==> config.mk <==
export PLATFORM = sky130hd
export DESIGN_NAME = pcde_ports
export DESIGN_NICKNAME = d
export VERILOG_FILES = /design/src/logic/pcde_pkg.sv /design/src/logic/pcde_pin_drv.sv /design/src/logic/pcde_ports.sv
export SDC_FILE = /design/constraint.sdc
export NUM_CORES = 1
export LEC_CHECK = 0
export ABC_AREA = 1
export BUFFER_PORTS_ARGS = -buffer_cell sky130_fd_sc_hd__clkbuf_2
export CORE_AREA = 2 2 97 99
export DETAILED_ROUTE_END_ITERATION = 7
export DIE_AREA = 0 0 99 101
export GPL_TIMING_DRIVEN = 0
export PLACE_DENSITY_LB_ADDON = 0.08
export SLEW_MARGIN = 10
export SYNTH_ARGS = -nofsm -noshare
export SYNTH_HDL_FRONTEND = slang
export SYNTH_SLANG_ARGS = --single-unit
==> constraint.sdc <==
create_clock -name clk_sys -period 1.4 [get_ports clk_sys]
set_input_delay 0.28 -clock clk_sys [delete_from_list [all_inputs] [get_ports clk_sys]]
set_output_delay 0.28 -clock clk_sys [all_outputs]
set_load 0.1 [all_outputs]
==> src/logic/pcde_pkg.sv <==
// shared constants, register map and types for the port c/d/e block
// assumes one 20 MHz core clock and an 8-bit register port

package pcde_pkg;

  // --------------------------------------------------------------------
  // widths
  // --------------------------------------------------------------------
  localparam int unsigned PCDE_AW     = 8;
  localparam int unsigned PCDE_DW     = 8;
  localparam int unsigned PCDE_E_PINS = 3;

  // --------------------------------------------------------------------
  // register offsets
  // --------------------------------------------------------------------
  localparam logic [7:0] PCDE_ADDR_PORT_C_DATA  = 8'h07;
  localparam logic [7:0] PCDE_ADDR_PORT_D_DATA  = 8'h08;
  localparam logic [7:0] PCDE_ADDR_PORT_E_DATA  = 8'h09;
  localparam logic [7:0] PCDE_ADDR_PORT_C_DIR   = 8'h87;
  localparam logic [7:0] PCDE_ADDR_PORT_D_DIR   = 8'h88;
  localparam logic [7:0] PCDE_ADDR_PORT_E_CTRL  = 8'h89;
  localparam logic [7:0] PCDE_ADDR_ANALOG_CFG   = 8'h9f;

  // --------------------------------------------------------------------
  // reset values
  // --------------------------------------------------------------------
  localparam logic [7:0] PCDE_DIR_RESET         = 8'hff;
  localparam logic [2:0] PCDE_E_DIR_RESET       = 3'h7;
  localparam logic [2:0] PCDE_ANALOG_CFG_RESET  = 3'h0;
  localparam logic [7:0] PCDE_LATCH_RESET       = 8'h00;
  localparam logic [2:0] PCDE_ANALOG_ALL_DIGITAL = 3'h7;
  localparam logic [7:0] PCDE_ZERO              = 8'h00;

  // --------------------------------------------------------------------
  // port e control register fields
  // --------------------------------------------------------------------
  localparam int unsigned PCDE_IBF_BIT  = 7;
  localparam int unsigned PCDE_OBF_BIT  = 6;
  localparam int unsigned PCDE_INPUT_BUFFER_OVERFLOW_BIT = 5;
  localparam int unsigned PCDE_PSP_BIT  = 4;

  // port e pin roles in parallel mode
  localparam int unsigned PCDE_RD_PIN = 0;
  localparam int unsigned PCDE_WR_PIN = 1;
  localparam int unsigned PCDE_CS_PIN = 2;

  // --------------------------------------------------------------------
  // types
  // --------------------------------------------------------------------
  typedef enum logic [1:0]
  {
    PCDE_PSP_IDLE  = 2'b00,
    PCDE_PSP_WRITE = 2'b01,
    PCDE_PSP_READ  = 2'b10
  } pcde_psp_state_e;

  typedef struct packed
  {
    logic [7:0] addr;
    logic [7:0] wdata;
    logic       wr;
    logic       rd;
  } pcde_bus_s;

  // port e pins that read as analog for a given pin configuration
  function automatic logic [2:0] pcde_e_analog(input logic [2:0] cfg);
    pcde_e_analog = (cfg == PCDE_ANALOG_ALL_DIGITAL) ? 3'h0 : 3'h7;
  endfunction : pcde_e_analog

endpackage : pcde_pkg

==> src/logic/pcde_pin_drv.sv <==
// registered pin driver: output latch or alternate source per pin
// assumes direction bit 1 = input (released), 0 = drive from latch

`timescale 1ns/100ps

module pcde_pin_drv
  import pcde_pkg::*;
#(
  parameter int unsigned W = 8
)
(
  input  wire logic         clk_sys,
  input  wire logic         rst_b,
  input  wire logic [W-1:0] latch_val,
  input  wire logic [W-1:0] dir,
  input  wire logic [W-1:0] alt_sel,
  input  wire logic [W-1:0] alt_val,
  input  wire logic [W-1:0] alt_oe,
  output logic      [W-1:0] pin_out,
  output logic      [W-1:0] pin_oe
);

  logic [W-1:0] next_out;
  logic [W-1:0] next_oe;

  // ----------------------------------------------------------------------
  // per-pin source select
  // ----------------------------------------------------------------------
  // alt enable is masked by select, so a stray peripheral enable is inert
  always_comb
  begin
    for (int i = 0; i < W; i++)
    begin
      if (alt_sel[i])
      begin
        next_out[i] = alt_val[i];
        next_oe[i]  = alt_oe[i];
      end
      else
      begin
        next_out[i] = latch_val[i];
        next_oe[i]  = ~dir[i];
      end
    end
  end

  // registered so every pin output comes straight from a flop
  always_ff @(posedge clk_sys or negedge rst_b)
  begin
    if (!rst_b)
    begin
      pin_out <= '0;
      pin_oe  <= '0;
    end
    else
    begin
      pin_out <= next_out;
      pin_oe  <= next_oe;
    end
  end

endmodule : pcde_pin_drv

==> src/logic/pcde_ports.sv <==
// port c, d and e general i/o with parallel slave port select
// assumes pins synchronous to clk_sys, one-cycle register strobes,
// rst_b is power-on reset, warm_rst is a one-cycle other-reset pulse
//
// The plain strobed port was decided locally.

`timescale 1ns/100ps

module pcde_ports
  import pcde_pkg::*;
(
  input  wire logic       clk_sys,
  input  wire logic       rst_b,
  input  wire logic       warm_rst,
  input  wire pcde_bus_s  bus,
  output logic      [7:0] bus_rdata,
  input  wire logic [7:0] pc_in,
  output logic      [7:0] pc_out,
  output logic      [7:0] pc_oe,
  input  wire logic [7:0] periph_sel,
  input  wire logic [7:0] periph_out,
  input  wire logic [7:0] periph_oe,
  input  wire logic [7:0] pd_in,
  output logic      [7:0] pd_out,
  output logic      [7:0] pd_oe,
  input  wire logic [2:0] pe_in,
  output logic      [2:0] pe_out,
  output logic      [2:0] pe_oe
);

  // ----------------------------------------------------------------------
  // state
  // ----------------------------------------------------------------------
  logic [7:0]      pc_latch;
  logic [7:0]      pd_latch;
  logic [2:0]      pe_latch;
  logic [7:0]      pc_dir;
  logic [7:0]      pd_dir;
  logic [2:0]      pe_dir;
  logic            psp_mode;
  logic            input_buffer_full;
  logic            output_buffer_full;
  logic            input_buffer_overflow;
  logic [2:0]      analog_cfg;
  logic [7:0]      psp_in_latch;
  pcde_psp_state_e state;
  pcde_psp_state_e next_state;
  logic [7:0]      next_rdata;

  logic            rd_n;
  logic            wr_n;
  logic            cs_n;
  logic            psp_sel;
  logic            write_done;
  logic            read_start;
  logic            pd_ext_drive;

  // ----------------------------------------------------------------------
  // register strobes
  // ----------------------------------------------------------------------
  function automatic logic wr_hit(input pcde_bus_s b, input logic [7:0] a);
    wr_hit = b.wr && (b.addr == a);
  endfunction : wr_hit

  function automatic logic rd_hit(input pcde_bus_s b, input logic [7:0] a);
    rd_hit = b.rd && (b.addr == a);
  endfunction : rd_hit

  // ----------------------------------------------------------------------
  // parallel slave strobes
  // ----------------------------------------------------------------------
  // port e pins double as the external master's strobes
  assign rd_n    = pe_in[PCDE_RD_PIN];
  assign wr_n    = pe_in[PCDE_WR_PIN];
  assign cs_n    = pe_in[PCDE_CS_PIN];
  // unselected master: read and write strobes count for nothing
  assign psp_sel = psp_mode && !cs_n;

  assign write_done   = (state == PCDE_PSP_WRITE) && psp_mode
                        && (cs_n || wr_n);
  assign read_start   = (state == PCDE_PSP_IDLE) && psp_sel && !rd_n
                        && wr_n;
  assign pd_ext_drive = psp_sel && !rd_n;

  // strobe sequencer; write wins if both strobes fall together, except that pd_ext_drive still drives port d for the read
  always_comb
  begin
    next_state = state;
    case (state)
      PCDE_PSP_IDLE:
      begin
        if (psp_sel && !wr_n)
          next_state = PCDE_PSP_WRITE;
        else if (psp_sel && !rd_n)
          next_state = PCDE_PSP_READ;
      end
      PCDE_PSP_WRITE:
      begin
        if (!psp_mode || cs_n || wr_n)
          next_state = PCDE_PSP_IDLE;
      end
      PCDE_PSP_READ:
      begin
        if (!psp_mode || cs_n || rd_n)
          next_state = PCDE_PSP_IDLE;
      end
      default:
        next_state = PCDE_PSP_IDLE;
    endcase
  end

  always_ff @(posedge clk_sys or negedge rst_b)
  begin
    if (!rst_b)
      state <= PCDE_PSP_IDLE;
    else if (warm_rst)
      state <= PCDE_PSP_IDLE;
    else
      state <= next_state;
  end

  // input latch follows the bus while the master writes
  always_ff @(posedge clk_sys or negedge rst_b)
  begin
    if (!rst_b)
      psp_in_latch <= PCDE_LATCH_RESET;
    else if (psp_sel && !wr_n)
      psp_in_latch <= pd_in;
  end

  // ----------------------------------------------------------------------
  // output latches
  // ----------------------------------------------------------------------
  // latches survive warm reset; power-on value is don't-care
  always_ff @(posedge clk_sys or negedge rst_b)
  begin
    if (!rst_b)
    begin
      pc_latch <= PCDE_LATCH_RESET;
      pd_latch <= PCDE_LATCH_RESET;
      pe_latch <= PCDE_LATCH_RESET[2:0];
    end
    else
    begin
      if (wr_hit(bus, PCDE_ADDR_PORT_C_DATA))
        pc_latch <= bus.wdata;
      if (wr_hit(bus, PCDE_ADDR_PORT_D_DATA))
        pd_latch <= bus.wdata;
      if (wr_hit(bus, PCDE_ADDR_PORT_E_DATA))
        pe_latch <= bus.wdata[2:0];
    end
  end

  // ----------------------------------------------------------------------
  // direction and configuration registers
  // ----------------------------------------------------------------------
  // every reset kind releases all pins not under peripheral select and returns port e to analog
  always_ff @(posedge clk_sys or negedge rst_b)
  begin
    if (!rst_b)
    begin
      pc_dir     <= PCDE_DIR_RESET;
      pd_dir     <= PCDE_DIR_RESET;
      pe_dir     <= PCDE_E_DIR_RESET;
      psp_mode   <= 1'b0;
      analog_cfg <= PCDE_ANALOG_CFG_RESET;
    end
    else if (warm_rst)
    begin
      pc_dir     <= PCDE_DIR_RESET;
      pd_dir     <= PCDE_DIR_RESET;
      pe_dir     <= PCDE_E_DIR_RESET;
      psp_mode   <= 1'b0;
      analog_cfg <= PCDE_ANALOG_CFG_RESET;
    end
    else
    begin
      if (wr_hit(bus, PCDE_ADDR_PORT_C_DIR))
        pc_dir <= bus.wdata;
      if (wr_hit(bus, PCDE_ADDR_PORT_D_DIR))
        pd_dir <= bus.wdata;
      if (wr_hit(bus, PCDE_ADDR_PORT_E_CTRL))
      begin
        pe_dir   <= bus.wdata[2:0];
        psp_mode <= bus.wdata[PCDE_PSP_BIT];
      end
      if (wr_hit(bus, PCDE_ADDR_ANALOG_CFG))
        analog_cfg <= bus.wdata[2:0];
    end
  end

  // ----------------------------------------------------------------------
  // parallel port status flags
  // ----------------------------------------------------------------------
  // buffer flags are held clear outside parallel mode; set beats clear
  always_ff @(posedge clk_sys or negedge rst_b)
  begin
    if (!rst_b)
    begin
      input_buffer_full <= 1'b0;
      output_buffer_full <= 1'b0;
    end
    else if (warm_rst || !psp_mode)
    begin
      input_buffer_full <= 1'b0;
      output_buffer_full <= 1'b0;
    end
    else
    begin
      if (write_done)
        input_buffer_full <= 1'b1;
      else if (rd_hit(bus, PCDE_ADDR_PORT_D_DATA))
        input_buffer_full <= 1'b0;
      if (wr_hit(bus, PCDE_ADDR_PORT_D_DATA))
        output_buffer_full <= 1'b1;
      else if (read_start)
        output_buffer_full <= 1'b0;
    end
  end

  // overflow stays after leaving parallel mode; software clears it
  always_ff @(posedge clk_sys or negedge rst_b)
  begin
    if (!rst_b)
      input_buffer_overflow <= 1'b0;
    else if (warm_rst)
      input_buffer_overflow <= 1'b0;
    else if (write_done && input_buffer_full)
      input_buffer_overflow <= 1'b1;
    else if (wr_hit(bus, PCDE_ADDR_PORT_E_CTRL))
      input_buffer_overflow <= bus.wdata[PCDE_INPUT_BUFFER_OVERFLOW_BIT];
  end

  // ----------------------------------------------------------------------
  // read path
  // ----------------------------------------------------------------------
  // data reads show pins, not latches, except port d in parallel mode (psp_in_latch) and analog port e pins (zero); so a pin held by a load reads low
  always_comb
  begin
    next_rdata = PCDE_ZERO;
    if (bus.rd)
    begin
      case (bus.addr)
        PCDE_ADDR_PORT_C_DATA:
          next_rdata = pc_in;
        PCDE_ADDR_PORT_D_DATA:
          next_rdata = psp_mode ? psp_in_latch : pd_in;
        PCDE_ADDR_PORT_E_DATA:
          next_rdata = {5'h00, pe_in & ~pcde_e_analog(analog_cfg)};
        PCDE_ADDR_PORT_C_DIR:
          next_rdata = pc_dir;
        PCDE_ADDR_PORT_D_DIR:
          next_rdata = pd_dir;
        PCDE_ADDR_PORT_E_CTRL:
          next_rdata = {input_buffer_full, output_buffer_full, input_buffer_overflow, psp_mode, 1'b0, pe_dir};
        PCDE_ADDR_ANALOG_CFG:
          next_rdata = {5'h00, analog_cfg};
        default:
          next_rdata = PCDE_ZERO;
      endcase
    end
  end

  // data stands only in the cycle after the read strobe
  always_ff @(posedge clk_sys or negedge rst_b)
  begin
    if (!rst_b)
      bus_rdata <= PCDE_ZERO;
    else
      bus_rdata <= next_rdata;
  end

  // ----------------------------------------------------------------------
  // pin drivers
  // ----------------------------------------------------------------------
  // peripheral wiring by bit: 0 timer1 osc out, 1 timer1 osc in or capture_compare_pwm_two,
  // 2 capture_compare_pwm_one, 3 sck/scl, 4 sdi/sda, 5 sdo, 6 uart tx/ck, 7 uart rx/dt
  pcde_pin_drv #(.W(8)) u_port_c
  (
    .clk_sys   (clk_sys),
    .rst_b     (rst_b),
    .latch_val (pc_latch),
    .dir       (pc_dir),
    .alt_sel   (periph_sel),
    .alt_val   (periph_out),
    .alt_oe    (periph_oe),
    .pin_out   (pc_out),
    .pin_oe    (pc_oe)
  );

  // direction register is bypassed in parallel mode; master owns the bus
  pcde_pin_drv #(.W(8)) u_port_d
  (
    .clk_sys   (clk_sys),
    .rst_b     (rst_b),
    .latch_val (pd_latch),
    .dir       (pd_dir),
    .alt_sel   ({8{psp_mode}}),
    .alt_val   (pd_latch),
    .alt_oe    ({8{pd_ext_drive}}),
    .pin_out   (pd_out),
    .pin_oe    (pd_oe)
  );

  // analog mode does not release the pin: software must keep it input
  pcde_pin_drv #(.W(3)) u_port_e
  (
    .clk_sys   (clk_sys),
    .rst_b     (rst_b),
    .latch_val (pe_latch),
    .dir       (pe_dir),
    .alt_sel   (3'h0),
    .alt_val   (3'h0),
    .alt_oe    (3'h0),
    .pin_out   (pe_out),
    .pin_oe    (pe_oe)
  );
endmodule : pcde_ports

==> results.py, run 1 <==
metrics = {
    "run_status": {
        "status": "finished with violations",
        "failed_checks": "negative hold slack",
    },
    "worst_setup_path": {
        "crit_family": "flip-flops",
        "crit_path_max_incr_delay_ns": 0.35,
        "slowest_stage": "dfrtp_1",
        "crit_chain": "clkbuf_4",
        "cp-end-kind": "output port",
        "cp-start-kind": "flop",
        "crit_arrival_ns": 1.05,
        "worstSetupPathType": "flop to output port",
        "cp_num_buf_inv": 1,
        "crit_fanout": 1,
        "cp.required_ns": 1.12,
    },
    "floorplanning": {
        "die-area_mm2": 0.0100,
        "start_util_pct": 48.2,
        "dieHeight_um": 101,
        "pin_count": 110,
        "core-area_mm2": 0.00898,
        "die_w_um": 99,
        "rows": 35,
    },
    "drt": {
        "viasPerCell": 5.03,
        "vias": 3604,
        "detail_route.iter0.violations": 159,
        "final_antenna_net_count": 0,
        "wire_per_inst_um": 15.2,
        "finalWirelength_um": 10900,
        "post-route-drc-count": 0,
        "drt-pass1-iter-count": 5,
    },
    "clocking": {
        "cts_hold_buf": 0,
        "htreeDepth": 3,
        "cts_buffers": 9,
        "clock_sinks": 101,
        "clock_latency_ns": 0.37,
        "clk_pin_slew_worst_paths_ns": 0.11,
        "cts_buffer_depth": 2,
        "cts_setup_buffers": 0,
        "root_buffer": "clkbuf_8",
        "cts_tree": "built",
    },
    "logic_synthesis": {
        "synth-edff-count": 0,
        "yosysSeqAreaShare_pct": 58.9,
        "synth_top_area_cell": "dfrtp_1",
        "async_flop_share_pct": 100,
        "synthCells": 481,
        "synth_nets": 545,
        "ys_types": 29,
        "netlist_area_mm2": 0.00433,
        "ys_ff_latch": 101,
        "synth.top_cell.area_share_pct": 47.4,
        "yosysMostFrequentCell": "nand2_1",
        "syn_area_per_cell_um2": 9.00,
        "synth_common_cells": "nand2_1, dfrtp_1, nor2_1",
        "ys_warn_count": 0,
        "synth_ff_type": "dfrtp_1",
        "synthTopCellsByArea": "dfrtp_1, dfstp_2, nand2_1",
    },
    "timing": {
        "skew_ns": 0.0168,
        "setup_viol": 0,
        "relSlewSlack_pct": 47.5,
        "finalHoldViolations": 14,
        "min_period_ns": 1.33,
        "drv_slew": 0,
        "finalHoldWorstSlack_ns": -0.0461,
        "fin_crit_sh_pct": 94.7,
        "fmax_mhz": 754,
        "tightest_slew_ns": 0.788,
        "rsz0062_at_grt": "true",
    },
    "grt": {
        "grt_pass1_vias": 3463,
        "grt_remaining_overflow": 0,
        "grt_max_degree": 102,
        "antenna_found_initial": 0,
        "grt_use_total_pct": 23.2,
        "grt_pass1_wl_um": 17700,
    },
    "cells_and_area": {
        "drive_gt1_share_pct": 31.2,
        "area_growth_pct": 23.6,
        "fin_util_pct": 59.6,
        "fillCellCount": 812,
        "diodes": 0,
        "final_nets": 664,
    },
    "power_and_ir_drop": {
        "peakVddDrop_mv": 0.566,
        "power.total_w": 0.00579,
        "leakage_nw": 2.71,
        "p_per_area_mw_per_mm2": 1080,
    },
    "min_path": {
        "hold_path.class": "input port to asynchronous set/reset pin",
    },
    "job": {
        "maxCapViolCount": 0,
    },
    "place": {
        "place.port_buffers": 108,
        "routabilityCongestion": 0.852,
        "dpl.hpwl_um": 8150,
    },
}
==> cells in the final DEF (no fill, tap or decap), types with 2 or more instances in the layout <==
cell type  count
o21ai_2        9
clkbuf_4      48
nand3_1       37
nor2_4         3
buf_2          4
nand2_4        3
clkbuf_2      62
o21ai_0       50
dfrtp_1       82
dfstp_2       19
nor2_1        73
inv_6          2
nand4_1        5
a21oi_1        5
nand2_1      110
o31ai_1        3
o21a_1         3
and2_4         2
buf_6          2
inv_2          2
buf_4          3
inv_1         43
clkbuf_8      11
nor2_2         3
nand2_2        7
==> layout make-up <==
| type | count | area (um2) | share of cell area [%] |
|---|---|---|---|
| flip-flops and latches | 101 | 2550 | 47.7 |
| inverters | 45 | 169 | 3.16 |
| repair buffers | 108 | 664 | 12.4 |
| plain buffers | 14 | 104 | 1.94 |
| multi-input cells | 321 | 1530 | 28.6 |
| clock buffers | 10 | 138 | 2.57 |
| clock inverters | 6 | 55.1 | 1.03 |
| well taps | 111 | 139 | 2.60 |
==> power breakdown <==
group	internal, W	switching (W)	leakage (nW)
clock	0.000724	0.00109	0.0960
combinational	0.000201	0.000692	1.35
sequential	0.00304	0.0000430	1.26
==> final timing paths <==
| check | from | to | slack (ns) | cells past startpoint |
|---|---|---|---|---|
| max in group asynchronous | rst_b | u_port_d.pin_oe[1]$_DFF_PN0_ | 0.86 | 1 |
| worst max-delay path | bus_rdata[6]$_DFF_PN0_ | bus_rdata[6] | 0.07 | 1 |
| worst max register to register | psp_mode$_DFFE_PN0P_ | bus_rdata[4]$_DFF_PN0_ | 0.09 | 7 |
| worst min register to register | pd_latch[1]$_DFFE_PN0P_ | u_port_d.pin_out[1]$_DFF_PN0_ | 0.38 | 0 |
| worst min-delay path | rst_b | u_port_c.pin_oe[0]$_DFF_PN0_ | -0.05 | 1 |
| min in group clk_sys | periph_out[3] | u_port_c.pin_out[3]$_DFF_PN0_ | 0.11 | 3 |
==> per-layer routing <==
| metal | GRT usage [%] | up-vias | wire [um] |
|---|---|---|---|
| met5 | 0 | - | 0 |
| met4 | 6.95 | 0 | 191 |
| met3 | 4.37 | 18 | 607 |
| met2 | 37.0 | 114 | 5240 |
| met1 | 32.5 | 1704 | 4880 |
| li1 | - | 1768 | - |
==> state kept, by name, summed over array words and instances (netlist names), 8 cells and up <==
signal,cells
u_port_d.pin_out,8
psp_in_latch,8
pc_latch,8
u_port_c.pin_out,8
bus_rdata,8
u_port_c.pin_oe,8
pd_dir,8
pc_dir,8
pd_latch,8
u_port_d.pin_oe,8
==> logic make-up after synthesis <==
logic type	count (synthesis)	synth area share [%]
AOI/OAI and AO/OA	74	10.1
buffers and inverters	59	6.16
DFF	101	58.9
and+or+nand+nor	247	24.8
==> metrics by stage <==
stage	instances	setup TNS, ns	hold WS, ns	cell area, um2	worst slack [ns]
detailed placement	700	-2.06	0.365	5020	-0.141
global placement	700	-113.05	0.360	5010	-1.22
floorplan	481	0	-0.0156	4330	0.199
finish	716	0	-0.0461	5350	0.0737
CTS	716	0	0.0142	5330	0.0529
global route	716	-0.00715	0.0232	5350	-0.00339
==> repair_timing <==
item                       in CTS  in global routing
gates resized for setup        49                  6
pin swaps                       0                  0
cloned                          0                  0
setup endpoints to repair      57                 10
(Power assumes the default switching activity.)
==> run 2, diff against run 1 <==
--- a/config.mk
+++ b/config.mk
@@ -7,9 +7,9 @@
 export LEC_CHECK = 0
 export ABC_AREA = 1
 export BUFFER_PORTS_ARGS = -buffer_cell sky130_fd_sc_hd__clkbuf_2
-export CORE_AREA = 2 2 97 99
+export CORE_AREA = 2 2 122 124
 export DETAILED_ROUTE_END_ITERATION = 7
-export DIE_AREA = 0 0 99 101
+export DIE_AREA = 0 0 124 126
 export GPL_TIMING_DRIVEN = 0
 export PLACE_DENSITY_LB_ADDON = 0.08
 export SLEW_MARGIN = 10
==> results.py, run 2 (synthesis gave the netlist of run 1 again) <==
metrics = {
    "clocking": {
        "cts_tree": "built",
        "clock_sinks": 101,
        "clock_latency_ns": 0.35,
        "htreeDepth": 3,
        "cts_setup_buffers": 0,
        "cts_buffers": 9,
        "root_buffer": "clkbuf_16",
        "cts_buffer_depth": 2,
        "clk_pin_slew_worst_paths_ns": 0.07,
    },
    "floorplanning": {
        "start_util_pct": 30.2,
        "dieHeight_um": 126,
        "core-area_mm2": 0.0143,
        "pin_count": 110,
        "die_w_um": 124,
        "die-area_mm2": 0.0156,
        "rows": 44,
    },
    "cells_and_area": {
        "area_growth_pct": 28.2,
        "final_nets": 664,
        "multi_input_area_mm2": 0.00153,
        "seq_area_mm2": 0.00255,
        "drive_gt1_share_pct": 31.1,
        "layout_commonest_cell": "nand2_1",
        "fillCellCount": 1507,
        "final_cell_mix": "nand2_1, dfrtp_1, nor2_1",
        "final_area_mm2": 0.00555,
        "instances_no_fill": 790,
    },
    "min_path": {
        "hold_path.class": "input port to asynchronous set/reset pin",
    },
    "grt": {
        "grt_remaining_overflow": 0,
        "antenna_found_initial": 1,
        "grt_pass1_wl_um": 18900,
        "grt_max_degree": 102,
        "grt_pass1_vias": 3533,
        "grt_use_total_pct": 16.4,
    },
    "place": {
        "dp_cells": 773,
        "post-place-ws_ns": -0.162,
        "routabilityCongestion": 0.833,
        "placed_area_mm2": 0.00511,
        "dpl.hpwl_um": 8950,
        "place.port_buffers": 108,
    },
    "power_and_ir_drop": {
        "p_per_area_mw_per_mm2": 1170,
        "peakVddDrop_mv": 0.526,
        "leakage_nw": 2.77,
        "power.total_w": 0.00648,
    },
    "drt": {
        "finalWirelength_um": 12100,
        "vias": 3556,
        "drt-pass1-iter-count": 4,
        "detail_route.iter0.violations": 220,
        "final_antenna_net_count": 0,
        "post-route-drc-count": 0,
        "viasPerCell": 4.50,
        "wire_per_inst_um": 15.3,
    },
    "timing": {
        "setup_viol": 0,
        "finalHoldWorstSlack_ns": -0.00447,
        "skew_ns": 0.00690,
        "setup_ws_ns": 0.0937,
        "tightest_slew_ns": 0.823,
        "relSlewSlack_pct": 45.2,
        "finalHoldViolations": 3,
        "drv_slew": 0,
        "fin_crit_sh_pct": 93.3,
        "min_period_ns": 1.31,
        "fmax_mhz": 766,
    },
    "worst_setup_path": {
        "crit_arrival_ns": 1.59,
        "slowest_stage": "dfrtp_1",
        "crit_path_max_incr_delay_ns": 0.37,
        "crit_fanout": 10,
        "crit_chain": "buf_4 -> buf_4 -> o21ai_0 -> nand2_1 -> nand2_1 -> nor2_1 -> nor2_1",
        "cp-start-kind": "flop",
        "cp_num_buf_inv": 2,
        "cp-end-kind": "flop",
        "worstSetupPathType": "flop to flop",
        "cp.required_ns": 1.68,
        "crit_family": "flip-flops",
    },
    "run_status": {
        "failed_checks": "negative hold slack",
        "status": "finished with violations",
    },
    "job": {
        "maxCapViolCount": 0,
    },
}
==> run 2: what timing repair did <==
item	CTS	global route
pin swaps	0	1
resized for setup	48	9
endpoints found under the setup margin	63	21
hold buffers	0	0
==> run 2: where the power goes <==
part	switching, W	total [W]	internal, W
combinational	0.000695	0.000895	0.000201
sequential	0.0000431	0.00308	0.00304
clock	0.00110	0.00250	0.00141
==> run 2: path summary, 6_finish.rpt <==
check / start / slack (ns) / depth (start not counted) / endpoint
max in group asynchronous: rst_b / 0.81 / 1 / u_port_d.pin_out[2]$_DFF_PN0_
min in group clk_sys: periph_oe[1] / 0.13 / 3 / u_port_c.pin_oe[1]$_DFF_PN0_
hold / removal: rst_b / -0.004 / 1 / u_port_c.pin_out[0]$_DFF_PN0_
setup / recovery: psp_mode$_DFFE_PN0P_ / 0.09 / 7 / bus_rdata[5]$_DFF_PN0_
hold reg to reg: pe_latch[1]$_DFFE_PN0P_ / 0.38 / 0 / u_port_e.pin_out[1]$_DFF_PN0_
setup reg to reg: psp_mode$_DFFE_PN0P_ / 0.09 / 7 / bus_rdata[5]$_DFF_PN0_
==> run 2: cell type report <==
| cell class | instances | area share, % |
|---|---|---|
| sequential | 101 | 46.0 |
| multi-input combinational | 321 | 27.5 |
| clock buffer | 14 | 5.12 |
| clock inverter | 2 | 0.248 |
| timing repair buffer | 108 | 12.0 |
| antenna | 1 | 0.0451 |
| inverter | 45 | 3.05 |
| tap | 184 | 4.15 |
| buffer | 14 | 1.89 |
==> run 2: metal layers <==
metal | track usage, % | up-vias | routed length, um
met5 | 0 | - | 0
met4 | 7.07 | 0 | 255
met3 | 3.58 | 14 | 634
met2 | 24.5 | 92 | 5610
met1 | 22.8 | 1669 | 5610
li1 | - | 1781 | -
==> run 2: through the flow <==
stage,setup TNS (ns),util (%)
6_report,0,38.8
2_1_floorplan,0,-
4_1_cts,0,38.6
5_1_grt,-0.00711,38.7
3_5_place_dp,-4.04,35.7
3_3_place_gp,-128.36,35.6
